### config.mk
export PLATFORM = sky130hd
export DESIGN_NAME = fan_tach_speed_monitor
export DESIGN_NICKNAME = d
export VERILOG_FILES = /design/src/hw/fan_tach_pkg.sv /design/src/hw/tach_filter.sv /design/src/hw/tach_prescaler.sv /design/src/hw/fan_tach_speed_monitor.sv
export VERILOG_INCLUDE_DIRS = /design/src /design/src/hw
export SDC_FILE = /design/constraint.sdc
export NUM_CORES = 1
export LEC_CHECK = 0
export ABC_AREA = 1
export BUFFER_PORTS_ARGS = -buffer_cell sky130_fd_sc_hd__buf_2
export CAP_MARGIN = 15
export CORE_UTILIZATION = 40
export CTS_BUF_LIST = sky130_fd_sc_hd__clkbuf_16
export CTS_CLUSTER_DIAMETER = 50
export DETAILED_ROUTE_END_ITERATION = 10
export GPL_TIMING_DRIVEN = 0
export PLACE_DENSITY = 0.62
export SETUP_SLACK_MARGIN = 0.05
export SYNTH_ARGS = -nofsm -noshare
export SYNTH_HDL_FRONTEND = slang
export SYNTH_SLANG_ARGS = --single-unit
### constraint.sdc
create_clock -name clk -period 4.6 [get_ports clk]
set_clock_uncertainty 0.15 [all_clocks]
set_input_delay 0.69 -clock clk [delete_from_list [all_inputs] [get_ports clk]]
set_output_delay 0.69 -clock clk [all_outputs]
set_load 0.03 [all_outputs]
### src/hw/fan_tach_map.svh
// Function
// - Count register holds the 8-bit speed count, valid only while monitoring is enabled.
// - A count is published only after one whole fan revolution was seen, or as all-ones once the counter saturates.
// - Count scales so RPM equals 1,200,000 over count times divisor.
// - Count reads zero until the first revolution has been measured or the counter has saturated.
// - Counter saturates at all-ones when the fan is slow or stopped.
// - Polled mode refreshes the count once per revolution.
// - Interrupt mode refreshes per revolution until an interrupt, then holds.
// - Clearing the interrupt zeroes the count and restarts measurement.
// - Monitor enable turns the pin into a tachometer input.
// - Enabled monitoring overrides other pin setups except bypass bits 6 and 5.
// - Set bypass bits make the odd tachometer pin drive as an output.
// - With monitoring disabled, other control bits have no pin effect.
// - Tachometer pulses gate a 20 kHz base into an 8-bit counter.
// - Control bits 1:0 select the divisor, two pulses per revolution.
// - Tachometer input is filtered to tolerate slow edges.
// - Monitor enable is read/write bit 7, reset zero.
// - Interrupt enable is read/write bit 6, reset zero.
// - With interrupt enabled, counter at or above the limit raises an interrupt.
// - Interrupt drives the active-low output and loads the control address as source.
// - Divisor codes 0..3 mean 1, 2, 4, 8 for 8000 to 1000 RPM.
`ifndef FAN_TACH_MAP_SVH
`define FAN_TACH_MAP_SVH

// ****************************************
// Register indices, byte address is 4x
// ****************************************
`define IDX_SPEED_LIMIT 7'h4D
`define IDX_SPEED_COUNT 7'h4A
`define IDX_SPEED_CONTROL 7'h4C
`define IDX_INT_SOURCE 7'h50

// ****************************************
// Fields and reset values
// ****************************************
`define CTRL_EN_BIT 7
`define CTRL_IE_BIT 6
`define CTRL_DIV_HI 1
`define CTRL_DIV_LO 0
`define BYPASS_HI 6
`define BYPASS_LO 5
`define CTRL_RESET 8'h00
`define COUNT_RESET 8'h00
`define LIMIT_RESET 8'h00
`define SOURCE_NONE 8'h00
`define COUNT_MAX 8'hFF

// ****************************************
// Timing
// ****************************************
`define CLK_FREQ_HZ 25000000
`define TICK_FREQ_HZ 20000
`define TICK_CYCLES (`CLK_FREQ_HZ / `TICK_FREQ_HZ)
`define FILT_TIME_NS 10000
`define CLK_PERIOD_NS 40
`define FILT_CYCLES (`FILT_TIME_NS / `CLK_PERIOD_NS)

`endif

### src/hw/fan_tach_pkg.sv
package fan_tach_pkg;

  typedef struct packed {
    logic enable;
    logic intEnable;
    logic [1:0] divSel;
  } ctrl_t;

  typedef struct packed {
    logic value;
    logic oe;
  } pin_drive_t;

  typedef enum logic [2:0] {
    ST_OFF = 3'b001,
    ST_WAIT_FIRST = 3'b010,
    ST_MEASURE = 3'b100
  } meas_state_t;

endpackage

### src/hw/tach_filter.sv
`timescale 1ns/1ps
`include "fan_tach_map.svh"
module tach_filter (
  input wire logic clk, // Core clock
  input wire logic rst_b, // Async reset, active low
  input wire logic tachRaw, // Raw pin level
  output logic tachRise // One-cycle pulse on filtered rise
);
  localparam logic [8:0] FILT_LAST = 9'(`FILT_CYCLES - 1);
  logic syncA_ff;
  logic syncB_ff;
  logic clean_ff;
  logic [8:0] stable_ff;
  logic rise_ff;

  always_ff @(posedge clk or negedge rst_b) begin
    if (!rst_b) begin
      syncA_ff <= 1'b1;
      syncB_ff <= 1'b1;
    end else begin
      syncA_ff <= tachRaw;
      syncB_ff <= syncA_ff;
    end
  end

  // Level must hold for the whole filter time before it is accepted
  always_ff @(posedge clk or negedge rst_b) begin
    if (!rst_b) begin
      clean_ff <= 1'b1;
      stable_ff <= 9'h000;
      rise_ff <= 1'b0;
    end else begin
      rise_ff <= 1'b0;
      if (syncB_ff == clean_ff) begin
        stable_ff <= 9'h000;
      end else if (stable_ff == FILT_LAST) begin
        clean_ff <= syncB_ff;
        rise_ff <= syncB_ff;
        stable_ff <= 9'h000;
      end else begin
        stable_ff <= stable_ff + 9'h001;
      end
    end
  end

  assign tachRise = rise_ff;
endmodule

### src/hw/tach_prescaler.sv
`timescale 1ns/1ps
`include "fan_tach_map.svh"
module tach_prescaler (
  input wire logic clk, // Core clock
  input wire logic rst_b, // Async reset, active low
  input wire logic restart, // Restart both stages
  input wire logic [1:0] divSel, // Divisor code
  output logic tick // Counting tick pulse
);
  localparam logic [10:0] BASE_LAST = 11'(`TICK_CYCLES - 1);
  logic [10:0] base_ff;
  logic [2:0] div_ff;
  logic baseTick;
  logic [2:0] divLast;
  logic tick_ff;

  assign baseTick = (base_ff == BASE_LAST);
  assign divLast = 3'((4'h1 << divSel) - 4'h1);

  always_ff @(posedge clk or negedge rst_b) begin
    if (!rst_b) begin
      base_ff <= 11'h000;
    end else if (restart || baseTick) begin
      base_ff <= 11'h000;
    end else begin
      base_ff <= base_ff + 11'h001;
    end
  end

  // 20 kHz base further divided by the selected divisor
  always_ff @(posedge clk or negedge rst_b) begin
    if (!rst_b) begin
      div_ff <= 3'h0;
      tick_ff <= 1'b0;
    end else begin
      tick_ff <= 1'b0;
      if (restart) begin
        div_ff <= 3'h0;
      end else if (baseTick) begin
        if (div_ff >= divLast) begin
          div_ff <= 3'h0;
          tick_ff <= 1'b1;
        end else begin
          div_ff <= div_ff + 3'h1;
        end
      end
    end
  end

  assign tick = tick_ff;
endmodule

### src/hw/fan_tach_speed_monitor.sv
// Register access over Avalon-MM was chosen for this implementation.
`timescale 1ns/1ps
`include "fan_tach_map.svh"
module fan_tach_speed_monitor (
  input wire logic clk, // Core clock, 25 MHz
  input wire logic rst_b, // Async reset, active low
  input wire logic [8:0] address, // Avalon byte address
  input wire logic read, // Avalon read
  input wire logic write, // Avalon write
  input wire logic [31:0] writedata, // Avalon write data
  input wire logic [3:0] byteenable, // Avalon byte enables
  output logic [31:0] readdata, // Avalon read data
  output logic waitrequest, // Avalon wait request
  input wire logic tachPinIn, // Tachometer pin level
  input wire fan_tach_pkg::pin_drive_t gpioDrive, // Drive from other pin setup
  input wire logic [7:0] pinBitCtrl, // Pin bit control register
  input wire logic bypassValue, // Bypass output level
  output fan_tach_pkg::pin_drive_t pinDrive, // Resolved pin drive
  output logic intOut_b // Interrupt, active low
);
  import fan_tach_pkg::*;

  // ****************************************
  // Declarations
  // ****************************************
  logic ack_ff;
  logic [6:0] regIdx;
  logic reqActive;
  logic acceptWrite;
  logic acceptRead;
  logic [31:0] readdata_ff;
  logic [31:0] nxt_readdata;

  ctrl_t ctrl_ff;
  logic [7:0] speedLimit_ff;
  logic [7:0] speedCount_ff;
  logic [7:0] intSource_ff;
  logic intPending_ff;

  meas_state_t state_ff;
  meas_state_t nxt_state;
  logic [7:0] tickCnt_ff;
  logic halfRev_ff;
  logic tachRise;
  logic tick;
  logic restart;
  logic intClear;
  logic intSet;
  logic revDone;
  logic cntSaturated;
  logic prescRestart;
  logic bypassOn;
  pin_drive_t pinDrive_ff;
  pin_drive_t nxt_pinDrive;

  // ****************************************
  // Bus slave
  // ****************************************
  assign regIdx = address[8:2];
  assign reqActive = read || write;
  assign waitrequest = reqActive && !ack_ff;
  assign acceptWrite = write && ack_ff && byteenable[0];
  assign acceptRead = read && !ack_ff;

  // One wait state per access
  always_ff @(posedge clk or negedge rst_b) begin
    if (!rst_b) begin
      ack_ff <= 1'b0;
    end else begin
      ack_ff <= reqActive && !ack_ff;
    end
  end

  always_comb begin
    nxt_readdata = 32'h0000_0000;
    case (regIdx)
      `IDX_SPEED_LIMIT: begin
        nxt_readdata[7:0] = speedLimit_ff;
      end
      `IDX_SPEED_COUNT: begin
        nxt_readdata[7:0] = speedCount_ff;
      end
      `IDX_SPEED_CONTROL: begin
        nxt_readdata[`CTRL_EN_BIT] = ctrl_ff.enable;
        nxt_readdata[`CTRL_IE_BIT] = ctrl_ff.intEnable;
        nxt_readdata[`CTRL_DIV_HI:`CTRL_DIV_LO] = ctrl_ff.divSel;
      end
      `IDX_INT_SOURCE: begin
        nxt_readdata[7:0] = intSource_ff;
      end
      default: begin
        nxt_readdata = 32'h0000_0000;
      end
    endcase
  end

  always_ff @(posedge clk or negedge rst_b) begin
    if (!rst_b) begin
      readdata_ff <= 32'h0000_0000;
    end else if (acceptRead) begin
      readdata_ff <= nxt_readdata;
    end
  end

  assign readdata = readdata_ff;

  // ****************************************
  // Software registers
  // ****************************************
  always_ff @(posedge clk or negedge rst_b) begin
    if (!rst_b) begin
      ctrl_ff <= ctrl_t'(4'h0);
    end else if (acceptWrite && regIdx == `IDX_SPEED_CONTROL) begin
      ctrl_ff.enable <= writedata[`CTRL_EN_BIT];
      ctrl_ff.intEnable <= writedata[`CTRL_IE_BIT];
      ctrl_ff.divSel <= writedata[`CTRL_DIV_HI:`CTRL_DIV_LO];
    end
  end

  always_ff @(posedge clk or negedge rst_b) begin
    if (!rst_b) begin
      speedLimit_ff <= `LIMIT_RESET;
    end else if (acceptWrite && regIdx == `IDX_SPEED_LIMIT) begin
      speedLimit_ff <= writedata[7:0];
    end
  end

  // A write to the source register with byteenable[0] set clears the interrupt
  assign intClear = acceptWrite && regIdx == `IDX_INT_SOURCE;

  // ****************************************
  // Pin configuration
  // ****************************************
  assign bypassOn = |pinBitCtrl[`BYPASS_HI:`BYPASS_LO];

  always_comb begin
    nxt_pinDrive = gpioDrive;
    if (ctrl_ff.enable) begin
      if (bypassOn) begin
        nxt_pinDrive.value = bypassValue;
        nxt_pinDrive.oe = 1'b1;
      end else begin
        nxt_pinDrive.value = 1'b0;
        nxt_pinDrive.oe = 1'b0;
      end
    end
  end

  always_ff @(posedge clk or negedge rst_b) begin
    if (!rst_b) begin
      pinDrive_ff <= pin_drive_t'(2'b00);
    end else begin
      pinDrive_ff <= nxt_pinDrive;
    end
  end

  assign pinDrive = pinDrive_ff;

  // ****************************************
  // Input conditioning and time base
  // ****************************************
  tach_filter u_filter (
    .clk(clk),
    .rst_b(rst_b),
    .tachRaw(tachPinIn),
    .tachRise(tachRise)
  );

  assign restart = !ctrl_ff.enable || intClear;
  assign prescRestart = restart || (state_ff == ST_WAIT_FIRST && tachRise);

  tach_prescaler u_prescaler (
    .clk(clk),
    .rst_b(rst_b),
    .restart(prescRestart),
    .divSel(ctrl_ff.divSel),
    .tick(tick)
  );

  // ****************************************
  // Measurement sequence
  // ****************************************
  // Two tach pulses make one revolution
  assign revDone = (state_ff == ST_MEASURE) && tachRise && halfRev_ff;
  assign cntSaturated = (tickCnt_ff == `COUNT_MAX);

  always_comb begin
    nxt_state = state_ff;
    case (state_ff)
      ST_OFF: begin
        if (ctrl_ff.enable) begin
          nxt_state = ST_WAIT_FIRST;
        end
      end
      ST_WAIT_FIRST: begin
        if (tachRise) begin
          nxt_state = ST_MEASURE;
        end
      end
      ST_MEASURE: begin
        nxt_state = ST_MEASURE;
      end
      default: begin
        nxt_state = ST_OFF;
      end
    endcase
    if (!ctrl_ff.enable) begin
      nxt_state = ST_OFF;
    end else if (intClear) begin
      nxt_state = ST_WAIT_FIRST;
    end
  end

  always_ff @(posedge clk or negedge rst_b) begin
    if (!rst_b) begin
      state_ff <= ST_OFF;
    end else begin
      state_ff <= nxt_state;
    end
  end

  always_ff @(posedge clk or negedge rst_b) begin
    if (!rst_b) begin
      halfRev_ff <= 1'b0;
    end else if (restart || state_ff != ST_MEASURE) begin
      halfRev_ff <= 1'b0;
    end else if (tachRise) begin
      halfRev_ff <= !halfRev_ff;
    end
  end

  // Saturating 8-bit count of gated ticks
  always_ff @(posedge clk or negedge rst_b) begin
    if (!rst_b) begin
      tickCnt_ff <= 8'h00;
    end else if (restart || state_ff == ST_OFF) begin
      tickCnt_ff <= 8'h00;
    end else if (revDone || (state_ff == ST_WAIT_FIRST && tachRise)) begin
      tickCnt_ff <= 8'h00;
    end else if (tick && !cntSaturated) begin
      tickCnt_ff <= tickCnt_ff + 8'h01;
    end
  end

  // ****************************************
  // Published count
  // ****************************************
  always_ff @(posedge clk or negedge rst_b) begin
    if (!rst_b) begin
      speedCount_ff <= `COUNT_RESET;
    end else if (restart) begin
      speedCount_ff <= `COUNT_RESET;
    end else if (intPending_ff) begin
      speedCount_ff <= speedCount_ff;
    end else if (revDone) begin
      speedCount_ff <= tickCnt_ff;
    end else if (state_ff != ST_OFF && cntSaturated) begin
      speedCount_ff <= `COUNT_MAX;
    end
  end

  // ****************************************
  // Interrupt
  // ****************************************
  // Counter is being zeroed by a restart, so its old value must not re-arm the flag
  assign intSet = ctrl_ff.enable && ctrl_ff.intEnable && state_ff != ST_OFF && !restart &&
                  (tickCnt_ff >= speedLimit_ff);

  // A clear wins over a set in the same cycle, since restart masks intSet
  always_ff @(posedge clk or negedge rst_b) begin
    if (!rst_b) begin
      intPending_ff <= 1'b0;
    end else if (intSet) begin
      intPending_ff <= 1'b1;
    end else if (intClear || !ctrl_ff.enable) begin
      intPending_ff <= 1'b0;
    end
  end

  always_ff @(posedge clk or negedge rst_b) begin
    if (!rst_b) begin
      intSource_ff <= `SOURCE_NONE;
    end else if (intSet) begin
      intSource_ff <= {1'b0, `IDX_SPEED_CONTROL};
    end else if (intClear || !ctrl_ff.enable) begin
      intSource_ff <= `SOURCE_NONE;
    end
  end

  always_ff @(posedge clk or negedge rst_b) begin
    if (!rst_b) begin
      intOut_b <= 1'b1;
    end else begin
      intOut_b <= !(intSet || (intPending_ff && !intClear && ctrl_ff.enable));
    end
  end
endmodule

Word level (Yosys, flattened, before mapping)
Index checks and enable logic that the tools add are counted.
Widths: inputs -> output; s select.
- flip-flop bits (word level): 81
- bits of input ports: 61
- logic and storage cells: 121
- order comparisons: 2
- shift-type cells: 1
- equal/unequal tests: 15
- add/sub/neg operators: 5
- mux-type cells: 33
- bitwise operators: 1
- reduce and logical (&&, ||, !) cells: 41
- operators by type and width (kind ; count):
    $mux 8 ; 9
    $eq 7x7->1 const B ; 4
    $logic_and 1x1->1 ; 18
    $mux 3 ; 6
    $mux 9 ; 2
    $pmux 2 s4 ; 2
    $pmux 4 s3 ; 1
    $add 11x1->11 const B ; 1
    $eq 11x11->1 const B ; 1
    $mux 11 ; 1
    $add 9x1->9 const B ; 1
    $eq 9x8->1 const B ; 1
    $mux 1 ; 9
    $pmux 3 s3 ; 1
    $add 8x1->8 const B ; 1
    $eq 8x8->1 const B ; 1
    $ge 8x8->1 ; 1
    $logic_or 1x1->1 ; 8
    $logic_not 1->1 ; 7
    $reduce_bool 2->1 ; 3
    $reduce_bool 3->1 ; 2
    $mux 2 ; 2
    $ne 4x3->1 const B ; 1
    $reduce_and 2->1 ; 2
    other kinds (13) ; 13

Logic depth before layout (Yosys ltp)
Gate-level depths: netlist of the first run.
- depth after elaboration: 9
- gate-level depth with buffers: 10
- mapped depth without buffers: 10

Modules after synthesis
A second synthesis of the first run with hierarchy kept.
- cell total of the unflattened synthesis: 525
- area total of the unflattened synthesis: 4149.0 µm²
- modules (own cells, without submodules) (module ; area each (µm²) ; instances ; cells each):
    fan_tach_speed_monitor ; 2637.5 ; 1 ; 347
    tach_prescaler ; 878.3 ; 1 ; 106
    tach_filter ; 633.1 ; 1 ; 72

Worst setup path after synthesis of the first run
No wires, ideal clock.
- path type: input port to output port
- start point: input read
- end point: output waitrequest
- slack: 2.497 ns
- data arrival time: 1.263 ns
- path buffers: 0
- stages: 2
- cells stage by stage: inv_1 a21oi_1
- longest elaborated chain between the ends: 2
- RTL lines (element ; line ; source):
    start, declared ; fan_tach_speed_monitor.sv:8 ; input wire logic read,
    $logic_or 1x1->1 ; fan_tach_speed_monitor.sv:60 ; assign reqActive = read || write;
    $logic_and 1x1->1 ; fan_tach_speed_monitor.sv:61 ; assign waitrequest = reqActive && !ack_ff;
    end, declared ; fan_tach_speed_monitor.sv:13 ; output logic waitrequest,
Every way passes these cells.

Final worst setup path of the first run
- start point: input write
- end point: output waitrequest
- longest elaborated chain between the ends: 2
- RTL lines (element ; line ; source):
    start, declared ; fan_tach_speed_monitor.sv:9 ; input wire logic write,
    $logic_or 1x1->1 ; fan_tach_speed_monitor.sv:60 ;
    $logic_and 1x1->1 ; fan_tach_speed_monitor.sv:61 ;
Every way passes these cells.

==> results_tabular.tex, run 1 <==
\begin{tabular}{lr}
\hline
Metric & Value \\
\hline
\multicolumn{2}{l}{\textbf{Run status}} \\
\quad Outcome & completed \\
\multicolumn{2}{l}{\textbf{Clock network}} \\
\quad Total of hold buffers inserted after clock tree synthesis & 0 \\
\quad Post-CTS setup buffer count & 0 \\
\quad Number of sinks handled by clock tree synthesis & 73 \\
\quad Root Buffer Master & sky130\_fd\_sc\_hd\_\_clkbuf\_16 \\
\quad Number of buffers added by the clock tree synthesis step & 9 \\
\quad CTS Buffer Depth & 2 \\
\quad H-tree levels & 3 \\
\quad Clock tree from TritonCTS & done \\
\quad Skew-Pair Late Insertion Delay & 330 ps \\
\quad Clock-pin slew of the registers on the worst-case setup and hold paths & 60 ps \\
\quad Post-CTS resize count & 0 \\
\multicolumn{2}{l}{\textbf{Logic synthesis}} \\
\quad Synthesized area divided by synthesized cell count & 8.084 um2 \\
\quad Netlist Area Pre-Place & 0.004188 mm2 \\
\quad Cell with the most instances after synthesis & sky130\_fd\_sc\_hd\_\_nand2\_1 \\
\quad Fraction of synthesis flops using an asynchronous set or reset pin & 1.000 \\
\quad Count of yosys warnings during synthesis & 0 \\
\quad Fraction of the yosys area taken by sequential cells & 0.4377 \\
\quad Top cells by area, synth & sky130\_fd\_sc\_hd\_\_dfrtp\_1, sky130\_fd\_sc\_hd\_\_nand2\_1, sky130\_fd\_sc\_hd\_\_nand3\_1 \\
\quad Synth cell types & 39 \\
\quad Synth cell count leaders & sky130\_fd\_sc\_hd\_\_nand2\_1, sky130\_fd\_sc\_hd\_\_dfrtp\_1, sky130\_fd\_sc\_hd\_\_inv\_1 \\
\quad FF+latch count, synth & 73 \\
\quad Main synth FF type & sky130\_fd\_sc\_hd\_\_dfrtp\_1 \\
\quad Synth top area share & 0.4063 \\
\quad Cell count after synthesis & between 500 and 600 \\
\quad Post-synthesis cell type with the largest combined area & sky130\_fd\_sc\_hd\_\_dfrtp\_1 \\
\quad Number of enable-type register cells in the synthesized netlist & 0 \\
\multicolumn{2}{l}{\textbf{Power and ir drop}} \\
\quad Sw Share & 0.2505 \\
\quad Fraction of power consumed by the clock network & 0.475 \\
\quad Int Pwr & 0.001119 W \\
\quad Total power divided by cell area & 301.0 mW/mm2 \\
\quad Share of total power in combinational logic & 0.082 \\
\quad Net switching power & 0.0003738 W \\
\quad Largest vdd supply drop & 0.0001484 V \\
\quad Flop pwr share & 0.443 \\
\quad P\_leak & 2.629 nW \\
\multicolumn{2}{l}{\textbf{Worst setup path}} \\
\quad Reg-to-Reg Start & tickCnt\_ff[0]\$\_DFFE\_PN0P\_ \\
\quad Type of the setup path with the least slack & in2out \\
\quad R2R Setup Slk & 2830 ps \\
\quad Highest net fanout along the worst path & 2 \\
\quad Largest delay share family, worst path & buffers and inverters \\
\quad Count of buffering cells on the critical path with inverters included & 3 \\
\quad CP Capture Point & waitrequest \\
\quad Sort of element at the end of the critical path & output pin \\
\quad Slowest CP cell & sky130\_fd\_sc\_hd\_\_buf\_2 \\
\quad Critical Path Source & write \\
\quad Reg2Reg Capture Point & speedCount\_ff[1]\$\_DFFE\_PN0P\_ \\
\quad Worst Reg2Reg Path Length in Cells & 8 \\
\quad Critical Path Stages & 4 \\
\quad Worst path cell trace & buf\_2 > inv\_1 > a21oi\_1 > buf\_2 \\
\quad Worst stage delay on the critical path & 230 ps \\
\quad Critical Path AT & 1220 ps \\
\quad Startpoint class of the critical path & primary input \\
\quad Most Frequent Cell on Critical Path & sky130\_fd\_sc\_hd\_\_buf\_2 \\
\quad Worst path required time & 3760 ps \\
\multicolumn{2}{l}{\textbf{Drt}} \\
\quad Average wire per standard cell & 11.67 um \\
\quad Total iterations of the first detailed-routing run & 4 \\
\quad Number of design rule violations left after detail routing & 0 \\
\quad First-iteration detailed-routing DRC count & 126 \\
\quad Via density per instance & 4.753 \\
\quad Total via count in the routed design & 3460 \\
\quad Number of routed nets with antenna violations & 0 \\
\quad Post-detailed-routing wire length & approximately 8.5 mm \\
\multicolumn{2}{l}{\textbf{Finish}} \\
\quad Layout overhead on the synthesized area & 18.40\% \\
\quad Non-filler cells in the finished layout & 728 \\
\quad Final net count & $\sim$670 \\
\quad Layout cells sized above 1 & 0.1916 \\
\quad Ant. Diodes & 0 \\
\multicolumn{2}{l}{\textbf{STA}} \\
\quad Clock period minus worst slack & 2055 ps \\
\quad Worst slew pin tran & 615.4 ps \\
\quad Accumulated negative setup slack & 0 ps \\
\quad Hold violation count in the final report & 0 \\
\quad Setup repair after global routing missed its margin & no \\
\quad Max Transition Viols Final & 0 \\
\quad Setup Viol. Count Final & 0 \\
\quad Worst slew margin & 0.5873 \\
\quad F\_max & 486.6 MHz \\
\quad Fin crit share & 0.4468 \\
\multicolumn{2}{l}{\textbf{Floorplan}} \\
\quad Die Y & $\sim$100 um \\
\quad Horiz. Die Dim & $\sim$100 um \\
\quad Row cnt & 36 \\
\quad Top-level port count & 97 \\
\quad Die area & 0.01088 mm2 \\
\quad Starting density of the core & 0.4207 \\
\quad Placeable core region & 0.009955 mm2 \\
\multicolumn{2}{l}{\textbf{Flow run}} \\
\quad Count of max-cap constraint violations & 0 \\
\multicolumn{2}{l}{\textbf{Global route}} \\
\quad Via count of the first global-routing pass & 3221 \\
\quad Global-route wire length before repair & approximately 15 mm \\
\quad Pin count of the biggest net entering global routing & 60 \\
\quad Global-route congestion overflow total & 0 \\
\quad GRT Total Usage & 0.1680 \\
\quad Initial antenna violation count & 0 \\
\multicolumn{2}{l}{\textbf{Hold path}} \\
\quad Class of the worst hold path & in2async \\
\multicolumn{2}{l}{\textbf{Placed design}} \\
\quad Detail Placement HPWL & around 6.5 mm \\
\quad Buffers added on ports & 37 \\
\quad Placer congestion estimate & 0.8690 \\
\quad Post-Place Cells & 712 \\
\hline
\end{tabular}
-- kinds of logic (layout without fill, tap and decap cells) --
family | Yosys count | after routing | synth area share
xor gates and xnor gates | 9 | 9 | 0.01882
adders and majority gates | 17 | 17 | 0.05079
other | 1 | 24 | 0.0008955
and+or+nand+nor | 285 | 285 | 0.3295
AOI/OAI and AO/OA | 39 | 39 | 0.05139
buffers and inverters | 94 | 148 | 0.1108
DFF | 73 | 73 | 0.4377
-- power by group through the flow --
stage                     sequential (W)  clock [W]  combinational (W)
after global placement          0.000672          0           0.000119
final                           0.000661   0.000709           0.000123
after global routing            0.000662   0.000752           0.000137
after CTS                       0.000661   0.000727           0.000124
after detailed placement        0.000673          0           0.000124
after floorplan                 0.000674          0          0.0000823
-- flip-flops by register name, summed over array words and instances (netlist names) --
register,flops
speedCount_ff,8
intSource_ff,1
u_filter.syncB_ff,1
readdata,8
u_filter.tachRise,1
u_prescaler.base_ff,11
u_prescaler.tick,1
intOut_b,1
u_filter.syncA_ff,1
speedLimit_ff,8
u_prescaler.div_ff,3
state_ff,3
tickCnt_ff,8
halfRev_ff,1
ack_ff,1
u_filter.clean_ff,1
pinDrive,2
ctrl_ff,4
u_filter.stable_ff,9
-- layer usage --
layer | GRT usage | wire, um | vias to the layer above
li1 | - | - | 1774
met1 | 0.2191 | 3927 | 1605
met2 | 0.2763 | 4062 | 71
met3 | 0.03571 | 400 | 10
met4 | 0.05510 | 108 | 0
met5 | 0 | 0 | -
-- cells in the final DEF, fill, tap and decap left out, drive strengths merged, types with 3 or more instances in the layout --
cell and n:
nand2 122, dfrtp 68, inv 67, buf 67
nor2 64, nand3 57, conb 24, a21oi 18
ha 17, nor3 17, nand4 16, o21ai 15
clkbuf 9, xor2 6, dfstp 5, xnor2 3
nor4 3, o211ai 3, clkinv 3
-- worst min-delay path by stage --
stage	from	endpoint	slack, ps	cells after the start
global route	rst_b	readdata[3]$_DFFE_PN0P_	70	1
floorplan	u_filter.syncA_ff$_DFF_PN1_	u_filter.syncB_ff$_DFF_PN1_	200	0
CTS	rst_b	readdata[3]$_DFFE_PN0P_	70	1
finish	rst_b	readdata[2]$_DFFE_PN0P_	60	1
detailed placement	u_filter.syncA_ff$_DFF_PN1_	u_filter.syncB_ff$_DFF_PN1_	200	0
global placement	u_filter.syncA_ff$_DFF_PN1_	u_filter.syncB_ff$_DFF_PN1_	200	0
-- stage by stage --
stage	util	setup WS (ps)	total power [W]	cell area, um2	hold WS (ps)
6_report	0.4981	2545	0.001493	4959	62.96
5_1_grt	0.4981	2471	0.001552	4959	73.07
4_1_cts	0.4981	2532	0.001512	4959	66.35
3_5_place_dp	0.4677	2531	0.0007967	4656	197.3
3_3_place_gp	0.4647	2197	0.0007915	4626	195.7
2_1_floorplan	-	2497	0.0007560	4274	195.2
-- final cells by class --
class                           count  area, um2
Buffer                             29      220.2
Clock buffer                        9      225.2
Clock inverter                      7      77.57
Fill cell                        1001       4996
Inverter                           65      244.0
Multi-Input combinational cell    374       1977
Sequential cell                    73       1833
Tap cell                          133      166.4
Timing Repair Buffer               38      215.2
-- worst register-to-register path, stage by stage (launching register included) --
cell	delay (ps)
sky130_fd_sc_hd__dfrtp_1	440
sky130_fd_sc_hd__ha_1	250
sky130_fd_sc_hd__nand3_1	150
sky130_fd_sc_hd__inv_1	80
sky130_fd_sc_hd__nand3_1	80
sky130_fd_sc_hd__nand4_2	220
sky130_fd_sc_hd__nand2_2	220
sky130_fd_sc_hd__nand2_1	70
sky130_fd_sc_hd__nand2_1	60
(Power assumes the default switching activity.)
==> run 2, diff against run 1 <==
--- a/config.mk
+++ b/config.mk
@@ -14,7 +14,7 @@
 export CTS_CLUSTER_DIAMETER = 50
 export DETAILED_ROUTE_END_ITERATION = 10
 export GPL_TIMING_DRIVEN = 0
-export PLACE_DENSITY = 0.62
+export PLACE_DENSITY = 0.65
 export SETUP_SLACK_MARGIN = 0.05
 export SYNTH_ARGS = -nofsm -noshare
 export SYNTH_HDL_FRONTEND = slang
==> constraint.sdc (replaced) <==
create_clock -name clk -period 1.85 [get_ports clk]
set_clock_uncertainty 0.15 [all_clocks]
set_input_delay 0.2775 -clock clk [delete_from_list [all_inputs] [get_ports clk]]
set_output_delay 0.2775 -clock clk [all_outputs]
set_load 0.03 [all_outputs]
==> run 2 against run 1 <==
Compared with the run above:
- sequential share of layout area fell by 1.1 points
- register-to-register slack got worse by 2700 ps
- clock power grew to 2.9 times the previous value
- wire length is 3.1% higher
- power increased to 2.7 times the previous value
- die area stayed put
- first-iteration DRC count decreased by 15%
- hold slack got worse by 55 ps
- critical endpoint is now intOut_b$_DFF_PN1_
- highest routed layer unchanged
==> results_tabular.tex, run 2 (same netlist as run 1, synthesis figures left out) <==
\begin{tabular}{lr}
\hline
Metric & Value \\
\hline
\multicolumn{2}{l}{\textbf{Run status}} \\
\quad Outcome & completed \\
\multicolumn{2}{l}{\textbf{Finish}} \\
\quad Layout overhead on the synthesized area & 22.20\% \\
\quad Commonest non-fill, non-tap cells in the layout & sky130\_fd\_sc\_hd\_\_nand2\_1, sky130\_fd\_sc\_hd\_\_dfrtp\_1, sky130\_fd\_sc\_hd\_\_inv\_1 \\
\quad Most common library cell in the layout ignoring fill and taps & sky130\_fd\_sc\_hd\_\_nand2\_1 \\
\quad Largest reg by FF count & u\_prescaler.base\_ff \\
\quad Max reg flops & 11 \\
\quad Leading registers by flop count & u\_prescaler.base\_ff (11), u\_filter.stable\_ff (9) \\
\quad Non-filler cells in the finished layout & between 700 and 800 \\
\quad Layout cells sized above 1 & 0.2027 \\
\quad Final net count & 675 \\
\quad Ant. Diodes & 0 \\
\quad Number of inserted filler cells in the final layout & between 900 and 1000 \\
\multicolumn{2}{l}{\textbf{Power and ir drop}} \\
\quad Sw Share & 0.2342 \\
\quad P\_leak & about 2.7 nW \\
\quad Largest vdd supply drop & approximately 0.00044 V \\
\quad Net switching power & between 0.0009 and 0.001 W \\
\quad Share of total power in combinational logic & 0.079 \\
\quad Flop pwr share & 0.410 \\
\quad Int Pwr & 0.003066 W \\
\quad Total power divided by cell area & 782.4 mW/mm2 \\
\quad Fraction of power consumed by the clock network & 0.510 \\
\multicolumn{2}{l}{\textbf{STA}} \\
\quad F\_max & slightly below 600 MHz \\
\quad Hold violation count in the final report & 0 \\
\quad Max Transition Viols Final & 0 \\
\quad Setup Viol. Count Final & 0 \\
\quad Accumulated negative setup slack & 0 ps \\
\quad Fin crit share & 0.9123 \\
\quad Clock period minus worst slack & between 1500 and 2000 ps \\
\quad Setup repair after global routing missed its margin & yes \\
\multicolumn{2}{l}{\textbf{Placed design}} \\
\quad Detail Placement HPWL & 6.458 mm \\
\quad Buffers added on ports & 37 \\
\quad Post-Place Cells & roughly 700 \\
\quad Placer congestion estimate & about 0.86 \\
\multicolumn{2}{l}{\textbf{Drt}} \\
\quad First-iteration detailed-routing DRC count & 107 \\
\quad Post-detailed-routing wire length & between 8 and 9 mm \\
\quad Total iterations of the first detailed-routing run & 4 \\
\quad Average wire per standard cell & 11.92 um \\
\quad Number of routed nets with antenna violations & 0 \\
\quad Total via count in the routed design & around 3500 \\
\quad Via density per instance & 4.829 \\
\quad Number of design rule violations left after detail routing & 0 \\
\multicolumn{2}{l}{\textbf{Floorplan}} \\
\quad Placeable core region & 0.009955 mm2 \\
\quad Row cnt & 36 \\
\quad Top-level port count & 97 \\
\quad Starting density of the core & 0.4207 \\
\quad Horiz. Die Dim & roughly 100 um \\
\quad Die area & 0.01088 mm2 \\
\quad Die Y & 104.3 um \\
\multicolumn{2}{l}{\textbf{Worst setup path}} \\
\quad Type of the setup path with the least slack & reg2reg \\
\quad Reg-to-Reg Start & tickCnt\_ff[1]\$\_DFFE\_PN0P\_ \\
\quad Sort of element at the end of the critical path & register \\
\quad Worst path cell trace & buf\_4 > ha\_1 > inv\_1 > nor2\_1 > o21ai\_0 > nand2\_1 > nand2\_1 > nand3\_1 > a21boi\_1 \\
\quad Largest delay share family, worst path & flip-flops \\
\quad R2R Setup Slk & 160 ps \\
\quad Slowest CP cell & sky130\_fd\_sc\_hd\_\_dfrtp\_1 \\
\quad Worst path required time & 1950 ps \\
\quad Worst Reg2Reg Path Length in Cells & 9 \\
\quad Count of buffering cells on the critical path with inverters included & 2 \\
\quad Highest net fanout along the worst path & 4 \\
\quad Startpoint class of the critical path & register \\
\quad Most Frequent Cell on Critical Path & sky130\_fd\_sc\_hd\_\_nand2\_1 \\
\quad Worst stage delay on the critical path & between 400 and 500 ps \\
\quad Critical Path AT & around 1800 ps \\
\quad Reg2Reg Capture Point & intOut\_b\$\_DFF\_PN1\_ \\
\multicolumn{2}{l}{\textbf{Clock network}} \\
\quad CTS Buffer Depth & 2 \\
\quad Clock tree from TritonCTS & done \\
\quad Skew-Pair Late Insertion Delay & 330 ps \\
\quad Number of buffers added by the clock tree synthesis step & 9 \\
\quad Number of sinks handled by clock tree synthesis & 73 \\
\quad H-tree levels & 3 \\
\quad Root Buffer Master & sky130\_fd\_sc\_hd\_\_clkbuf\_16 \\
\quad Clock-pin slew of the registers on the worst-case setup and hold paths & 60 ps \\
\multicolumn{2}{l}{\textbf{Global route}} \\
\quad Global-route wire length before repair & approximately 15 mm \\
\quad GRT Total Usage & 0.1693 \\
\quad Global-route congestion overflow total & 0 \\
\quad Initial antenna violation count & 0 \\
\quad Pin count of the biggest net entering global routing & 57 \\
\quad Via count of the first global-routing pass & around 3300 \\
\multicolumn{2}{l}{\textbf{Hold path}} \\
\quad Number of cells on the worst hold path & 3 \\
\quad Class of the worst hold path & in2reg \\
\quad Startpoint of the lowest-slack hold path & gpioDrive[0] \\
\quad Endpoint with the worst hold slack & pinDrive[0]\$\_DFF\_PN0\_ \\
\multicolumn{2}{l}{\textbf{Flow run}} \\
\quad Count of max-cap constraint violations & 0 \\
\hline
\end{tabular}
-- run 2: final cells by class --
cell class / count / area, um2 / share of cell area
multi-input combinational: 375 / 2031 / 0.3968
sequential: 73 / 1834 / 0.3584
timing repair buffer: 44 / 267.8 / 0.05232
inverter: 65 / 246.5 / 0.04817
clock buffer: 9 / 225.2 / 0.04401
buffer: 29 / 220.2 / 0.04303
tap: 133 / 166.4 / 0.03252
clock inverter: 7 / 126.4 / 0.02469
-- run 2: worst max path at each step --
stage	slack, ps	cells past startpoint	from	endpoint
floorplan	280	7	ctrl_ff[1]$_DFFE_PN0P_	u_prescaler.div_ff[0]$_DFFE_PN0N_
global placement	-110	1	rst_b	u_filter.stable_ff[0]$_DFF_PN0_
detailed placement	40	8	tickCnt_ff[0]$_DFFE_PN0P_	speedCount_ff[7]$_DFFE_PN0P_
CTS	50	8	tickCnt_ff[0]$_DFFE_PN0P_	speedCount_ff[7]$_DFFE_PN0P_
global route	50	8	tickCnt_ff[0]$_DFFE_PN0P_	speedCount_ff[1]$_DFFE_PN0P_
finish	160	9	tickCnt_ff[1]$_DFFE_PN0P_	intOut_b$_DFF_PN1_
-- run 2: repair_timing --
item | 4_1_cts | 5_1_grt
endpoints found under the setup margin | 8 | 22
gates resized for setup | 1 | 8
endpoints found under the hold margin | 19 | 0
setup buffers | 0 | 3
pin swaps | 0 | 1
hold buffers | 3 | 0
cloned | 0 | 1
-- run 2: through the flow --
stage | hold slack, ps | instance area, um2 | power [W] | setup slack [ps] | util
after floorplan | -168.1 | 4274 | 0.001880 | 275.6 | -
after global placement | 196.2 | 4626 | 0.001967 | -109.9 | 0.4647
after detailed placement | 28.79 | 4656 | 0.001982 | 43.06 | 0.4677
after CTS | 2.831 | 5042 | 0.004039 | 52.01 | 0.5065
after global routing | 8.948 | 5117 | 0.004138 | 49.95 | 0.5141
final | 8.234 | 5117 | 0.004004 | 162.2 | 0.5141
-- run 2: worst min-delay path: stages --
cell	delay, ps
sky130_fd_sc_hd__buf_2	80
sky130_fd_sc_hd__nand2_1	50
sky130_fd_sc_hd__nand2_1	60
-- run 2: metal layers --
layer / track usage / part of all wire / up-vias
met5: 0 / 0 / -
met4: 0.03980 / 0.0070 / 0
met3: 0.04198 / 0.045 / 7
met2: 0.2886 / 0.49 / 91
met1: 0.2146 / 0.45 / 1653
li1: - / - / 1798
-- run 2: power groups by stage --
stage	Combinational (W)	Sequential [W]	Clock (W)
floorplan	0.000205	0.00168	0
global placement	0.000296	0.00167	0
detailed placement	0.000310	0.00167	0
CTS	0.000315	0.00164	0.00208
global route	0.000353	0.00165	0.00214
finish	0.000317	0.00164	0.00204
==> run 3, diff against run 2 <==
--- a/config.mk
+++ b/config.mk
@@ -9,13 +9,14 @@
 export ABC_AREA = 1
 export BUFFER_PORTS_ARGS = -buffer_cell sky130_fd_sc_hd__buf_2
 export CAP_MARGIN = 15
-export CORE_UTILIZATION = 40
+export CORE_UTILIZATION = 36
 export CTS_BUF_LIST = sky130_fd_sc_hd__clkbuf_16
 export CTS_CLUSTER_DIAMETER = 50
 export DETAILED_ROUTE_END_ITERATION = 10
 export GPL_TIMING_DRIVEN = 0
-export PLACE_DENSITY = 0.65
+export PLACE_DENSITY = 0.59
 export SETUP_SLACK_MARGIN = 0.05
+export SLEW_MARGIN = 0
 export SYNTH_ARGS = -nofsm -noshare
 export SYNTH_HDL_FRONTEND = slang
 export SYNTH_SLANG_ARGS = --single-unit
==> run 3 against run 2 <==
Compared with the run above:
- cell count rose by 1.1%
- die area rose by 11%
- via count fell by 2.2%
- cell area shrank 0.81%
- count of clock-buffer cells in the layout is the same
- combinational power about the same
- sequential power about the same
- power fell by 4.6%
- non-clock buffer count down 1
- clock power shrank 9%
- critical endpoint is now tickCnt_ff[2]$_DFFE_PN0P_
- largest power group unchanged
- highest routed layer unchanged
==> results_tabular.tex, run 3 (same netlist as run 1, synthesis figures left out) <==
\begin{tabular}{lr}
\hline
Metric & Value \\
\hline
\multicolumn{2}{l}{\textbf{Run status}} \\
\quad Outcome & completed \\
\multicolumn{2}{l}{\textbf{Power and ir drop}} \\
\quad Sw Share & 0.2373 \\
\quad Share of total power in combinational logic & 0.083 \\
\quad P\_leak & 2.657 nW \\
\quad Int Pwr & 0.002913 W \\
\quad Net switching power & 0.0009063 W \\
\quad Fraction of power consumed by the clock network & 0.487 \\
\quad Largest vdd supply drop & 0.0005497 V \\
\quad Power, Total & 0.003820 W \\
\quad Total power divided by cell area & 752.4 mW/mm2 \\
\quad Flop pwr share & 0.431 \\
\multicolumn{2}{l}{\textbf{Finish}} \\
\quad Layout overhead on the synthesized area & 21.21\% \\
\quad Area of all placed cells without fillers & 0.005076 mm2 \\
\quad Ant. Diodes & 0 \\
\quad Leading registers by flop count & u\_prescaler.base\_ff (11), u\_filter.stable\_ff (9) \\
\quad Final net count & 673 \\
\quad Layout cells sized above 1 & 0.1967 \\
\quad Max reg flops & 11 \\
\quad Most common library cell in the layout ignoring fill and taps & sky130\_fd\_sc\_hd\_\_nand2\_1 \\
\quad Commonest non-fill, non-tap cells in the layout & sky130\_fd\_sc\_hd\_\_nand2\_1, sky130\_fd\_sc\_hd\_\_dfrtp\_1, sky130\_fd\_sc\_hd\_\_inv\_1 \\
\quad Number of inserted filler cells in the final layout & about 1100 \\
\quad Largest reg by FF count & u\_prescaler.base\_ff \\
\quad Fin util & 0.4465 \\
\multicolumn{2}{l}{\textbf{Clock network}} \\
\quad Skew-Pair Late Insertion Delay & 340 ps \\
\quad Number of buffers added by the clock tree synthesis step & 9 \\
\quad Root Buffer Master & sky130\_fd\_sc\_hd\_\_clkbuf\_16 \\
\quad Clock-pin slew of the registers on the worst-case setup and hold paths & about 60 ps \\
\quad CTS Buffer Depth & 2 \\
\quad H-tree levels & 3 \\
\quad Clock tree from TritonCTS & done \\
\quad Number of sinks handled by clock tree synthesis & 73 \\
\multicolumn{2}{l}{\textbf{Worst setup path}} \\
\quad Highest net fanout along the worst path & 10 \\
\quad Startpoint class of the critical path & register \\
\quad Worst path required time & a little under 2000 ps \\
\quad Critical Path AT & 1800 ps \\
\quad Worst path cell trace & inv\_1 > nand4\_2 > nand2\_1 > nor2\_4 > nand3\_1 > nand2\_1 \\
\quad Type of the setup path with the least slack & reg2reg \\
\quad Slowest CP cell & sky130\_fd\_sc\_hd\_\_dfstp\_2 \\
\quad Most Frequent Cell on Critical Path & sky130\_fd\_sc\_hd\_\_nand2\_1 \\
\quad Sort of element at the end of the critical path & register \\
\quad Worst stage delay on the critical path & 520 ps \\
\multicolumn{2}{l}{\textbf{Global route}} \\
\quad Initial antenna violation count & 0 \\
\quad GRT Total Usage & 0.1598 \\
\quad Met2 usage & 0.2723 \\
\quad Global-route wire length before repair & around 15 mm \\
\quad GRT Max-Usage Layer & met2 \\
\quad Global-route met1 utilization & 0.1975 \\
\quad Pin count of the biggest net entering global routing & 52 \\
\quad Global-route congestion overflow total & 0 \\
\quad Via count of the first global-routing pass & 3325 \\
\quad GRT met3 Usage & 0.04149 \\
\multicolumn{2}{l}{\textbf{STA}} \\
\quad Hold violation count in the final report & 0 \\
\quad Minimum hold slack & 38.88 ps \\
\quad Accumulated negative setup slack & 0 ps \\
\quad Max Transition Viols Final & 0 \\
\quad Setup repair after global routing missed its margin & no \\
\quad Setup Viol. Count Final & 0 \\
\quad Clock period minus worst slack & 1678 ps \\
\quad Fin crit share & 0.9072 \\
\quad F\_max & 595.9 MHz \\
\multicolumn{2}{l}{\textbf{Placed design}} \\
\quad Placer congestion estimate & 0.8290 \\
\quad Buffers added on ports & 37 \\
\quad Placement-stage cell area & $\sim$0.0047 mm2 \\
\quad Detail Placement HPWL & 6.499 mm \\
\multicolumn{2}{l}{\textbf{Drt}} \\
\quad Post-detailed-routing wire length & 8.725 mm \\
\quad Total iterations of the first detailed-routing run & 4 \\
\quad Via density per instance & 4.672 \\
\quad Number of routed nets with antenna violations & 0 \\
\quad Number of design rule violations left after detail routing & 0 \\
\quad Total via count in the routed design & roughly 3500 \\
\quad Average wire per standard cell & approximately 12 um \\
\quad First-iteration detailed-routing DRC count & 96 \\
\multicolumn{2}{l}{\textbf{Floorplan}} \\
\quad Die area & 0.01207 mm2 \\
\quad Horiz. Die Dim & 109.9 um \\
\quad Row cnt & 39 \\
\quad Placeable core region & approximately 0.011 mm2 \\
\quad Starting density of the core & 0.3683 \\
\quad Die Y & between 100 and 150 um \\
\quad Top-level port count & a little under 100 \\
\multicolumn{2}{l}{\textbf{Flow run}} \\
\quad Count of max-cap constraint violations & 0 \\
\multicolumn{2}{l}{\textbf{Hold path}} \\
\quad Class of the worst hold path & in2reg \\
\hline
\end{tabular}
-- run 3: cell count changes in the layout (fill, tap and decap cells not counted), sizes merged --
cell	before	now
dlygate4sd3	3	4
nand4	17	16
bufinv	3	2
inv	67	66
buf	70	68
clkinv	1	3
-- run 3: final timing paths --
| path | startpoint | end | slack [ps] | depth (start not counted) |
|---|---|---|---|---|
| min in group asynchronous | rst_b | speedCount_ff[3]$_DFFE_PN0P_ | 240 | 2 |
| worst min-delay path | pinBitCtrl[5] | pinDrive[0]$_DFF_PN0_ | 40 | 3 |
| max in group asynchronous | rst_b | u_filter.syncB_ff$_DFF_PN1_ | 700 | 3 |
| worst max-delay path | state_ff[0]$_DFFE_PN1P_ | tickCnt_ff[2]$_DFFE_PN0P_ | 170 | 6 |
| worst max register to register | state_ff[0]$_DFFE_PN1P_ | tickCnt_ff[2]$_DFFE_PN0P_ | 170 | 6 |
| worst min register to register | u_filter.syncA_ff$_DFF_PN1_ | u_filter.syncB_ff$_DFF_PN1_ | 200 | 0 |
-- run 3: area by class of cell --
class | instances | area [um2] | area share
Sequential cell | 73 | 1834 | 0.3614
Multi-Input combinational cell | 374 | 2014 | 0.3968
Buffer | 29 | 220.2 | 0.04338
Clock inverter | 7 | 93.84 | 0.01849
Tap cell | 143 | 178.9 | 0.03525
Clock buffer | 9 | 225.2 | 0.04437
Inverter | 65 | 246.5 | 0.04856
Timing Repair Buffer | 43 | 262.8 | 0.05176
-- run 3: metrics by stage --
stage | setup slack (ps) | std cells
6_report | 171.7 | 743
5_1_grt | 62.72 | 743
4_1_cts | 65.90 | 742
3_5_place_dp | 69.59 | 722
3_3_place_gp | -127.0 | 721
2_1_floorplan | 275.6 | 541
-- run 3: power groups by stage --
| stage | registers, W | logic, W | clock network [W] |
|---|---|---|---|
| 2_1_floorplan | 0.00168 | 0.000205 | 0 |
| 3_3_place_gp | 0.00167 | 0.000296 | 0 |
| 3_5_place_dp | 0.00167 | 0.000309 | 0 |
| 4_1_cts | 0.00164 | 0.000316 | 0.00190 |
| 5_1_grt | 0.00165 | 0.000356 | 0.00198 |
| 6_report | 0.00164 | 0.000316 | 0.00186 |
-- run 3: metal layers --
layer | up-vias | part of all wire
met5 | - | 0
met4 | 0 | 0.011
met3 | 6 | 0.043
met2 | 66 | 0.48
met1 | 1609 | 0.46
li1 | 1790 | -
-- run 3: repair_timing --
action                     CTS  global route
buffers inserted             0             1
setup endpoints to repair    1            25
hold endpoints to repair    25             0
pin swaps                    0             2
hold buffers                 4             0
gates resized for setup      1             8
-- run 3: worst max-delay path, delay by kind of cell, from the launching register on --
kind          cells  cell delay, ps
simple gates      5             860
flops             1             520
buf+inv           1              70
